===== src/common/wdt_map.svh =====
// Register offsets, field positions, reset values and counts for the watchdog block
`ifndef WDT_MAP_SVH
`define WDT_MAP_SVH

// Register byte offsets on the APB
`define WDT_ADDR_W          12
`define WDT_OFS_CTRL        12'h0d8
`define WDT_OFS_COUNT       12'h0dc
`define WDT_OFS_EXT_IRQ_EN  12'h0e8
`define WDT_OFS_IRQ_STATUS  12'h0f0
`define WDT_OFS_IRQ_MASK    12'h0f4
`define WDT_OFS_TA_LOCK     12'h0fc

// Control/status field positions
`define WDT_BIT_RESTART     0
`define WDT_BIT_RST_EN      1
`define WDT_BIT_RST_FLAG    2
`define WDT_BIT_TO_FLAG     3
`define WDT_BIT_TO_IRQ_EN   4

// Interrupt status/mask field positions
`define WDT_IRQ_BIT_TIMEOUT 0
`define WDT_IRQ_BIT_RESET   1

// Reset values
`define WDT_CTRL_RST        8'h00
`define WDT_EXT_IRQ_EN_RST  8'h00
`define WDT_IRQ_MASK_RST    2'h0

// Counter and lock constants
`define WDT_CNT_W           30
`define WDT_TERMINAL        30'h3fffffff
`define WDT_REDUCED_DIV     16
`define WDT_TA_KEY1         8'haa
`define WDT_TA_KEY2         8'h55

`endif


===== src/common/wdt_pkg.sv =====
// Types shared by the watchdog modules
package wdt_pkg;

  // Timed-access lock states
  typedef enum logic [1:0] {
    WDT_LOCKED = 2'b00,
    WDT_HALF   = 2'b01,
    WDT_OPEN   = 2'b10
  } wdt_lock_state_type;

endpackage


===== src/verilog/wdt_counter.sv =====
// Watchdog 30-bit count chain with reduced-rate prescaler and expiry detect
`timescale 1ns/100ps
`default_nettype none
`include "wdt_map.svh"

module wdt_counter import wdt_pkg::*; #(
  parameter int                     CNT_W       = `WDT_CNT_W,
  parameter logic [`WDT_CNT_W-1:0]  TERMINAL    = `WDT_TERMINAL,
  parameter int                     REDUCED_DIV = `WDT_REDUCED_DIV
) (
  input  wire logic             ref_clk,      // Core clock
  input  wire logic             rst_n,        // Async reset, active low
  input  wire logic             cpu_tick,     // One pulse per CPU clock
  input  wire logic             halted,       // Idle or stop mode
  input  wire logic             reduced,      // Reduced-clock mode
  input  wire logic             restart,      // Clear count to zero
  output logic [CNT_W-1:0]      count,        // Present count
  output logic                  expire        // Terminal reached, pulse
);

  logic [CNT_W-1:0] count_r;
  logic [7:0]       pre_r;
  wire              pre_wrap;
  wire              advance;
  wire              at_term;

  // Slow mode only lets every REDUCED_DIV-th CPU tick through
  assign pre_wrap = (pre_r == 8'(REDUCED_DIV - 1));
  assign advance  = cpu_tick && !halted && (!reduced || pre_wrap);
  assign at_term  = (count_r == TERMINAL);
  assign expire   = advance && at_term && !restart;
  assign count    = count_r;

  // Prescaler runs only while reduced mode counts CPU ticks
  always_ff @(posedge ref_clk or negedge rst_n) begin
    if (!rst_n) begin
      pre_r <= 8'h00;
    end else if (!reduced || halted) begin
      pre_r <= 8'h00;
    end else if (cpu_tick) begin
      pre_r <= pre_wrap ? 8'h00 : pre_r + 8'h01;
    end
  end

  // Count: restart first, wrap to zero at terminal
  always_ff @(posedge ref_clk or negedge rst_n) begin
    if (!rst_n) begin
      count_r <= '0;
    end else if (restart) begin
      count_r <= '0;
    end else if (advance) begin
      count_r <= at_term ? '0 : count_r + CNT_W'(1);
    end
  end

endmodule
`default_nettype wire


===== src/verilog/wdt_ta_lock.sv =====
// Timed-access lock: two key writes open one protected write
`timescale 1ns/100ps
`default_nettype none
`include "wdt_map.svh"

module wdt_ta_lock import wdt_pkg::*; (
  input  wire logic        ref_clk,     // Core clock
  input  wire logic        rst_n,       // Async reset, active low
  input  wire logic        key_wr,      // Write to lock register
  input  wire logic [7:0]  key_data,    // Written key byte
  input  wire logic        consume,     // Protected write taken
  output logic             unlocked     // Lock is open
);

  wdt_lock_state_type state_r;
  wdt_lock_state_type state_nxt;

  assign unlocked = (state_r == WDT_OPEN);

  // A wrong key always drops back to locked
  always_comb begin
    state_nxt = state_r;
    case (state_r)
      WDT_LOCKED: begin
        if (key_wr) begin
          state_nxt = (key_data == `WDT_TA_KEY1) ? WDT_HALF : WDT_LOCKED;
        end
      end
      WDT_HALF: begin
        if (key_wr) begin
          state_nxt = (key_data == `WDT_TA_KEY2) ? WDT_OPEN : WDT_LOCKED;
        end
      end
      WDT_OPEN: begin
        if (consume || key_wr) begin
          state_nxt = WDT_LOCKED;
        end
      end
      default: begin
        state_nxt = WDT_LOCKED;
      end
    endcase
  end

  always_ff @(posedge ref_clk or negedge rst_n) begin
    if (!rst_n) begin
      state_r <= WDT_LOCKED;
    end else begin
      state_r <= state_nxt;
    end
  end

endmodule
`default_nettype wire


===== src/verilog/wdt_top.sv =====
// Watchdog top: APB register file, flags, reset request and interrupts
//
// Local design decision: the APB interface to the registers.
`timescale 1ns/100ps
`default_nettype none
`include "wdt_map.svh"

module wdt_top import wdt_pkg::*; #(
  parameter logic [`WDT_CNT_W-1:0] TERMINAL    = `WDT_TERMINAL,
  parameter int                    REDUCED_DIV = `WDT_REDUCED_DIV
) (
  input  wire logic                   ref_clk,        // 250 MHz core clock
  input  wire logic                   rst_n,          // Hardware reset, active low
  input  wire logic                   psel,           // APB select
  input  wire logic                   penable,        // APB access phase
  input  wire logic                   pwrite,         // APB write
  input  wire logic [`WDT_ADDR_W-1:0] paddr,          // APB byte address
  input  wire logic [31:0]            pwdata,         // APB write data
  input  wire logic [3:0]             pstrb,          // APB byte strobes
  output logic [31:0]                 prdata,         // APB read data
  output logic                        pready,         // APB ready
  output logic                        pslverr,        // APB error
  input  wire logic                   cpu_tick,       // CPU clock pulse
  input  wire logic                   idle_mode,      // CPU idle mode
  input  wire logic                   stop_mode,      // CPU stop mode
  input  wire logic                   reduced_clock_mode, // Slowed CPU clock
  output logic                        timeout_irq_req,    // CPU interrupt request
  output logic                        sys_reset_req,  // System reset, pulse
  output logic                        irq             // Masked event interrupt
);

  localparam int CNT_W = `WDT_CNT_W;

  // Register map, one word per register, fields in the low bits:
  //   control/status  bit3 timeout flag, bit2 reset-cause flag,
  //                   bit1 reset enable, bit0 restart (always reads zero)
  //   count           live counter value, read only
  //   extended enable bit4 gates the CPU timeout request
  //   event status    bit0 timeout, bit1 reset request; write one clears
  //   event mask      same layout as event status
  //   lock            two key writes open one restart; bit0 reads open
  // Both flags clear on a written zero, so a read-modify-write that
  // copies a flag back as one never loses an event raised meanwhile.
  // Bus timing: setup, first access cycle, then ready in the second
  // access cycle; every answer, error included, has one wait state.
  // Writes act only when byte lane 0 is strobed; other lanes hold
  // no writable field, so a lane-0-less write is dropped quietly.

  // Register state
  logic             rst_en_r;
  logic             to_flag_r;
  logic             rst_flag_r;
  logic [7:0]       ext_irq_en_r;
  logic [1:0]       irq_status_r;
  logic [1:0]       irq_mask_r;
  logic [31:0]      prdata_r;
  logic             pready_r;
  logic             pslverr_r;
  logic             sys_reset_req_r;
  logic             timeout_irq_req_r;
  logic             irq_r;

  // Counter and lock
  logic [CNT_W-1:0] count;
  logic             expire;
  logic             unlocked;

  // APB phase decode
  wire access_first = psel && penable && !pready_r;
  wire access_done  = psel && penable && pready_r;
  wire wr_done      = access_done && pwrite;
  wire lane0        = pstrb[0];

  // Address decode
  wire sel_ctrl     = (paddr == `WDT_OFS_CTRL);
  wire sel_count    = (paddr == `WDT_OFS_COUNT);
  wire sel_ext_en   = (paddr == `WDT_OFS_EXT_IRQ_EN);
  wire sel_status   = (paddr == `WDT_OFS_IRQ_STATUS);
  wire sel_mask     = (paddr == `WDT_OFS_IRQ_MASK);
  wire sel_ta       = (paddr == `WDT_OFS_TA_LOCK);
  wire mapped       = sel_ctrl || sel_count || sel_ext_en || sel_status
                      || sel_mask || sel_ta;

  // Per-register write strobes; byte lane 0 carries every writable field
  wire wr_ctrl      = wr_done && sel_ctrl && lane0;
  wire wr_ext_en    = wr_done && sel_ext_en && lane0;
  wire wr_status    = wr_done && sel_status && lane0;
  wire wr_mask      = wr_done && sel_mask && lane0;
  wire wr_ta        = wr_done && sel_ta && lane0;

  // Restart needs an open lock; any control write spends the lock
  // A control write without the restart bit still relocks, so every
  // restart costs a fresh key pair; a runaway loop cannot keep it open
  wire restart      = wr_ctrl && pwdata[`WDT_BIT_RESTART] && unlocked;
  wire halted       = idle_mode || stop_mode;

  // Expiry effects
  // A restart in the expiry's own cycle wins: the count clears and no
  // flag, status or reset request follows
  wire reset_fire   = expire && rst_en_r;
  wire to_clr       = wr_ctrl && !pwdata[`WDT_BIT_TO_FLAG];
  wire rstf_clr     = wr_ctrl && !pwdata[`WDT_BIT_RST_FLAG];

  // Event sources for the sticky status
  wire [1:0] irq_events = {reset_fire, expire};
  wire [1:0] irq_w1c    = wr_status ? pwdata[1:0] : 2'h0;

  // Interrupt levels; the CPU request follows the flag, not the event,
  // so a pending timeout stays visible until software clears the flag
  wire timeout_irq_req_nxt = to_flag_r && ext_irq_en_r[`WDT_BIT_TO_IRQ_EN];
  wire irq_nxt             = |(irq_status_r & irq_mask_r);

  // Read views
  wire [7:0] ctrl_view;
  assign ctrl_view = {4'h0, to_flag_r, rst_flag_r, rst_en_r, 1'b0};

  // Each register widened to the bus; unused upper bits read zero
  wire [31:0] view_ctrl   = {24'h00_0000, ctrl_view};
  wire [31:0] view_count  = {2'h0, count};
  wire [31:0] view_ext_en = {24'h00_0000, ext_irq_en_r};
  wire [31:0] view_status = {30'h0000_0000, irq_status_r};
  wire [31:0] view_mask   = {30'h0000_0000, irq_mask_r};
  wire [31:0] view_lock   = {31'h0000_0000, unlocked};

  logic [31:0] rd_mux;
  always_comb begin
    rd_mux = 32'h0000_0000;
    if (sel_ctrl) begin
      rd_mux = view_ctrl;
    end else if (sel_count) begin
      rd_mux = view_count;
    end else if (sel_ext_en) begin
      rd_mux = view_ext_en;
    end else if (sel_status) begin
      rd_mux = view_status;
    end else if (sel_mask) begin
      rd_mux = view_mask;
    end else if (sel_ta) begin
      rd_mux = view_lock;
    end
  end

  // Count chain; restart and terminal wrap live here
  // Reduced mode is divided inside the chain, so cpu_tick keeps its full
  // rate there; a source that also slowed the tick would divide twice
  wdt_counter #(
    .CNT_W       (CNT_W),
    .TERMINAL    (TERMINAL),
    .REDUCED_DIV (REDUCED_DIV)
  ) u_counter (
    .ref_clk  (ref_clk),
    .rst_n    (rst_n),
    .cpu_tick (cpu_tick),
    .halted   (halted),
    .reduced  (reduced_clock_mode),
    .restart  (restart),
    .count    (count),
    .expire   (expire)
  );

  // Two-key lock guarding the restart bit
  wdt_ta_lock u_lock (
    .ref_clk  (ref_clk),
    .rst_n    (rst_n),
    .key_wr   (wr_ta),
    .key_data (pwdata[7:0]),
    .consume  (wr_ctrl),
    .unlocked (unlocked)
  );

  // APB answer: one wait state keeps all bus outputs registered
  always_ff @(posedge ref_clk or negedge rst_n) begin
    if (!rst_n) begin
      pready_r <= 1'b0;
    end else begin
      pready_r <= access_first;
    end
  end

  // Error rides with ready for any address outside the map
  always_ff @(posedge ref_clk or negedge rst_n) begin
    if (!rst_n) begin
      pslverr_r <= 1'b0;
    end else begin
      pslverr_r <= access_first && !mapped;
    end
  end

  // Read data captured once per access; a write answer carries zero
  // so stale read data never rides on a write or an error
  always_ff @(posedge ref_clk or negedge rst_n) begin
    if (!rst_n) begin
      prdata_r <= 32'h0000_0000;
    end else if (access_first) begin
      prdata_r <= pwrite ? 32'h0000_0000 : rd_mux;
    end
  end

  // Reset enable is plain read/write
  always_ff @(posedge ref_clk or negedge rst_n) begin
    if (!rst_n) begin
      rst_en_r <= 1'b0;
    end else if (wr_ctrl) begin
      rst_en_r <= pwdata[`WDT_BIT_RST_EN];
    end
  end

  // Timeout flag: expiry sets it, only rst_n or a software zero clears it;
  // an expiry in the same cycle as the clear wins so no event is lost
  always_ff @(posedge ref_clk or negedge rst_n) begin
    if (!rst_n) begin
      to_flag_r <= 1'b0;
    end else if (expire) begin
      to_flag_r <= 1'b1;
    end else if (to_clr) begin
      to_flag_r <= 1'b0;
    end
  end

  // Reset-cause flag: only a hardware reset or software clears it
  // The system reset requested here is applied outside, so the flag
  // survives it; of the resets only rst_n, the hardware reset, clears it
  always_ff @(posedge ref_clk or negedge rst_n) begin
    if (!rst_n) begin
      rst_flag_r <= 1'b0;
    end else if (reset_fire) begin
      rst_flag_r <= 1'b1;
    end else if (rstf_clr) begin
      rst_flag_r <= 1'b0;
    end
  end

  // Extended interrupt enable; only bit 4 matters to this block
  // The other seven bits are kept for software to read back unchanged
  always_ff @(posedge ref_clk or negedge rst_n) begin
    if (!rst_n) begin
      ext_irq_en_r <= `WDT_EXT_IRQ_EN_RST;
    end else if (wr_ext_en) begin
      ext_irq_en_r <= pwdata[7:0];
    end
  end

  // Sticky event status, write one to clear, set wins
  // A clear landing on an event's own cycle is ignored, so no event
  // slips between a status read and its clear
  genvar gi;
  generate
    for (gi = 0; gi < 2; gi++) begin : g_status
      always_ff @(posedge ref_clk or negedge rst_n) begin
        if (!rst_n) begin
          irq_status_r[gi] <= 1'b0;
        end else if (irq_events[gi]) begin
          irq_status_r[gi] <= 1'b1;
        end else if (irq_w1c[gi]) begin
          irq_status_r[gi] <= 1'b0;
        end
      end
    end
  endgenerate

  // Event mask
  always_ff @(posedge ref_clk or negedge rst_n) begin
    if (!rst_n) begin
      irq_mask_r <= `WDT_IRQ_MASK_RST;
    end else if (wr_mask) begin
      irq_mask_r <= pwdata[1:0];
    end
  end

  // Reset request: one cycle per expiry with reset enabled
  always_ff @(posedge ref_clk or negedge rst_n) begin
    if (!rst_n) begin
      sys_reset_req_r <= 1'b0;
    end else begin
      sys_reset_req_r <= reset_fire;
    end
  end

  // CPU interrupt follows the flag, gated by the extended enable bit;
  // registered, so it lags the flag by one cycle
  always_ff @(posedge ref_clk or negedge rst_n) begin
    if (!rst_n) begin
      timeout_irq_req_r <= 1'b0;
    end else begin
      timeout_irq_req_r <= timeout_irq_req_nxt;
    end
  end

  // Masked event interrupt level
  always_ff @(posedge ref_clk or negedge rst_n) begin
    if (!rst_n) begin
      irq_r <= 1'b0;
    end else begin
      irq_r <= irq_nxt;
    end
  end

  // Outputs straight from flops
  // No output is decoded combinationally, so none can glitch
  assign prdata          = prdata_r;
  assign pready          = pready_r;
  assign pslverr         = pslverr_r;
  assign sys_reset_req   = sys_reset_req_r;
  assign timeout_irq_req = timeout_irq_req_r;
  assign irq             = irq_r;

endmodule
`default_nettype wire


===== config.mk =====
export PLATFORM = sky130hd
export DESIGN_NAME = wdt_top
export DESIGN_NICKNAME = d
export VERILOG_FILES = /design/src/common/wdt_pkg.sv /design/src/verilog/wdt_counter.sv /design/src/verilog/wdt_ta_lock.sv /design/src/verilog/wdt_top.sv
export VERILOG_INCLUDE_DIRS = /design/src /design/src/common
export SDC_FILE = /design/constraint.sdc
export NUM_CORES = 1
export LEC_CHECK = 0
export BUFFER_PORTS_ARGS = -buffer_cell sky130_fd_sc_hd__buf_2
export CAP_MARGIN = 20
export CORE_ASPECT_RATIO = 0.8
export CORE_MARGIN = 5
export CORE_UTILIZATION = 55
export CTS_CLUSTER_DIAMETER = 50
export DETAILED_ROUTE_END_ITERATION = 7
export GPL_ROUTABILITY_DRIVEN = 1
export PLACE_DENSITY = 0.88
export RECOVER_POWER = 50
export SLEW_MARGIN = 20
export SYNTH_ARGS = -nofsm -noshare
export SYNTH_HDL_FRONTEND = slang
export SYNTH_SLANG_ARGS = --single-unit
export TNS_END_PERCENT = 50

===== constraint.sdc =====
create_clock -name ref_clk -period 2.3 [get_ports ref_clk]
set_input_delay 0.345 -clock ref_clk [delete_from_list [all_inputs] [get_ports ref_clk]]
set_output_delay 0.345 -clock ref_clk [all_outputs]
set_load 0.02 [all_outputs]

==> out/metrics.cfg <==
[clock_network]
cts_num_sinks = 90
cts_buffer_depth = 2
clockRootBuffer = clkbuf_8
clkTransAtPathRegs_ns = 0.10
insertion_delay_ns = 0.37
numCtsBuffers = 9
cts_tree = built
htreeDepth = 3

[synthesis]
syn_area_um2 = 4637
synth_area_leaders = dfrtp_1 (49%), a22o_1 (4.5%), mux2_2 (3.2%)
ys_types = 62
synth_cells = 454
ys.flop_type = dfrtp_1
yosysSeqAreaShare_pct = 48.57
yosys_warnings = 0
synth_edf_count = 0
synth.avg_cell_area_um2 = 10.21
synth_seq_cells = 90
yosysTopAreaCell = dfrtp_1
async_flop_share_pct = 100.0
synth_top_area_share_pct = 48.57

[grt]
grt_usage_pct = 23.39
grt_max_degree = 75
use_met2_pct = 36.69
grt_pass1_wl_um = 19820
grt_pass1_vias = 4117
use_met3_pct = 5.211
antenna_found_initial = 0
grt_remaining_overflow = 0
grt_use_met1_pct = 31.54
busiest_layer = met2

[setup_path]
critPathMaxStageDelay_ns = 0.57
critPathKind = flip-flop to flip-flop
required_ns = 2.59
critical_path_buf_inv_count = 1
crit_family = simple AND/OR/NAND/NOR gates
arrival_ns = 2.53
worstPathMaxFanout = 7
cp_cell_sequence = or4_4, o21ai_4, buf_6, nand2_4, or4_1, a21oi_2
crit_path_end_kind = flip-flop
slowest_stage = or4_4
worstSetupStartpointType = flip-flop

[place]
dpl_cell_area_um2 = 5167
dp_hpwl_um = 8318
gp_congestion = 0.8886
io_buffers = 64
preCtsSetupSlack_ns = -0.04568

[detailed_routing]
vias = 4142
first_pass_iters = 5
wl_per_cell_um = 18.46
ant_nets = 0
first_iter_violations = 434
drt_wl_total_um = 11980
drc_errors = 0
vias_per_cell = 6.382

[sta]
slew_headroom_pct = 14.44
hold_viol_final = 0
rsz0062_at_grt = true
skew_ns = 0.01659
setup_slack_ns = 0.06327
finalCritPeriodShare_pct = 97.25
drv_slew = 0
fin_crit_ns = 2.237
fmax_mhz = 447.1
worst-slew-pin-transition_ns = 1.283
finalSetupViolations = 0

[pwr]
ir_drop_mv = 0.3562
total_leakage_power_nw = 2.532
power_mw = 3.037
powerDensity_nw_per_um2 = 559.9

[layout]
fill_cells = 627
insertedDiodeCount = 0
fin_nets = 591
drive_gt1_share_pct = 23.09
final_area_um2 = 5425
syn2layout_area_growth_pct = 17.00

[floorplanning]
die_area_um2 = 10380
start_util_pct = 55.40
rows = 30
num_io_pins = 94
core_area_um2 = 8371
fp.dieW_um = 112.7
die_h_um = 92.13

[outcome]
status = completed

[flow_run]
cap_violations = 0

[hold_path]
hp-class = primary input to flip-flop

## per-stage QoR
step	utilization [%]	setup TNS, ns	instances	hold WS, ns
detailed placement	61.73	-0.2383	628	0.2242
CTS	64.47	0	645	0.2366
global route	64.81	-0.01049	649	0.2404
global placement	61.73	0	628	0.2192
floorplan	-	0	455	0.04941
finish	64.81	0	649	0.2516
## cell type report
type / instances / area, um^2 / area share [%]
clock buffers: 9 / 123.9 / 2.283
inverters: 10 / 37.54 / 0.6919
repair buffers: 90 / 513.0 / 9.456
multi-input cells: 331 / 2275 / 41.93
clock inverters: 7 / 83.83 / 1.545
well taps: 112 / 140.1 / 2.583
flip-flops and latches: 90 / 2252 / 41.51
## layout by cell type (no fill, tap or decap), types with 7 or more instances in the layout
master    instances
dfrtp_1          90
buf_2            51
nor2_1           37
nand2_1          36
nand3_1          24
a22o_1           24
buf_4            22
a21oi_1          19
nand4_1          17
mux2_2           13
clkbuf_1         13
and4_1           12
and3_1           12
o21ai_0          12
o31ai_1          12
or4_1            11
inv_1            10
clkbuf_8          9
a22oi_1           8
nor3_1            7
o41ai_1           7
## cell usage after synthesis, types with 2 or more instances
library cell  number
and2_1             7
nor3b_1            3
and4_1            12
o21ai_0           12
a21oi_1           20
a221o_1            2
or4_1             11
nand2_1           36
buf_2              5
or4b_1             2
o2111ai_1          2
nor2_1            37
nor4_1             3
xnor2_1            6
clkbuf_1          15
nor4_4             2
a21oi_2            2
nand4_1           17
nor3_1             7
or3b_2             2
and4bb_2           2
dfrtp_1           90
or3_1              2
a22oi_1            8
o31ai_1           12
nor2b_1            2
and4b_1            2
ha_1               2
nand3_1           24
xor2_1             4
nand2b_1           4
nand4b_1           2
and3_1            12
a41o_1             2
mux2i_1            2
mux2_2            13
buf_6              2
or4_4              3
a22o_1            24
buf_4              2
o41ai_1            7
inv_1             10
## repair_timing
action	4_1_cts	5_1_grt
hold buffers	1	0
pin swaps	0	2
endpoints found under the hold margin	16	0
gates cloned	0	1
setup endpoints to repair	10	17
gates resized for setup	1	4
buffers inserted	0	3
## worst paths after layout
path / start / end / slack [ns] / cells after the start
max in group asynchronous: rst_n / u_counter.count[6]$_DFFE_PN0P_ / 0.51 / 3
min reg2reg: ext_irq_en_r[5]$_DFFE_PN0P_ / prdata[5]$_DFFE_PN0P_ / 0.48 / 2
min in group asynchronous: rst_n / ext_irq_en_r[5]$_DFFE_PN0P_ / 0.63 / 2
max reg2reg: u_counter.pre_r[4]$_DFFE_PN0P_ / u_counter.count[28]$_DFFE_PN0P_ / 0.06 / 6
min: pwdata[3] / ext_irq_en_r[3]$_DFFE_PN0P_ / 0.25 / 2
max: u_counter.pre_r[4]$_DFFE_PN0P_ / u_counter.count[28]$_DFFE_PN0P_ / 0.06 / 6
## registers in the layout, summed over array words and instances (netlist names), 2 cells and up
signal / cells
u_counter.pre_r: 8
irq_mask_r: 2
ext_irq_en_r: 8
u_lock.state_r: 2
u_counter.count: 30
irq_status_r: 2
prdata: 30
## layer usage
| metal | routed length (um) | share of wire (%) | up-vias |
|---|---|---|---|
| met5 | 0 | 0 | - |
| met1 | 4986 | 42 | 2012 |
| met2 | 5717 | 48 | 195 |
| li1 | - | - | 1888 |
| met4 | 343 | 2.9 | 0 |
| met3 | 935 | 7.8 | 47 |
## cells by family after synthesis
group | share of synthesized area, %
xor+xnor | 1.889
compound gates | 16.43
fa+ha+maj | 0.5396
simple gates | 25.44
mux | 3.589
other cells | 0.08087
buf+inv | 3.454
flops | 48.57
## power by group
| part | leakage (nW) | internal, mW | switching, mW |
|---|---|---|---|
| clock network | 0.103 | 0.523 | 0.618 |
| registers | 1.22 | 1.61 | 0.0529 |
| logic | 1.21 | 0.0835 | 0.146 |
| total | 2.53 | 2.22 | 0.817 |
(Power assumes the default switching activity.)
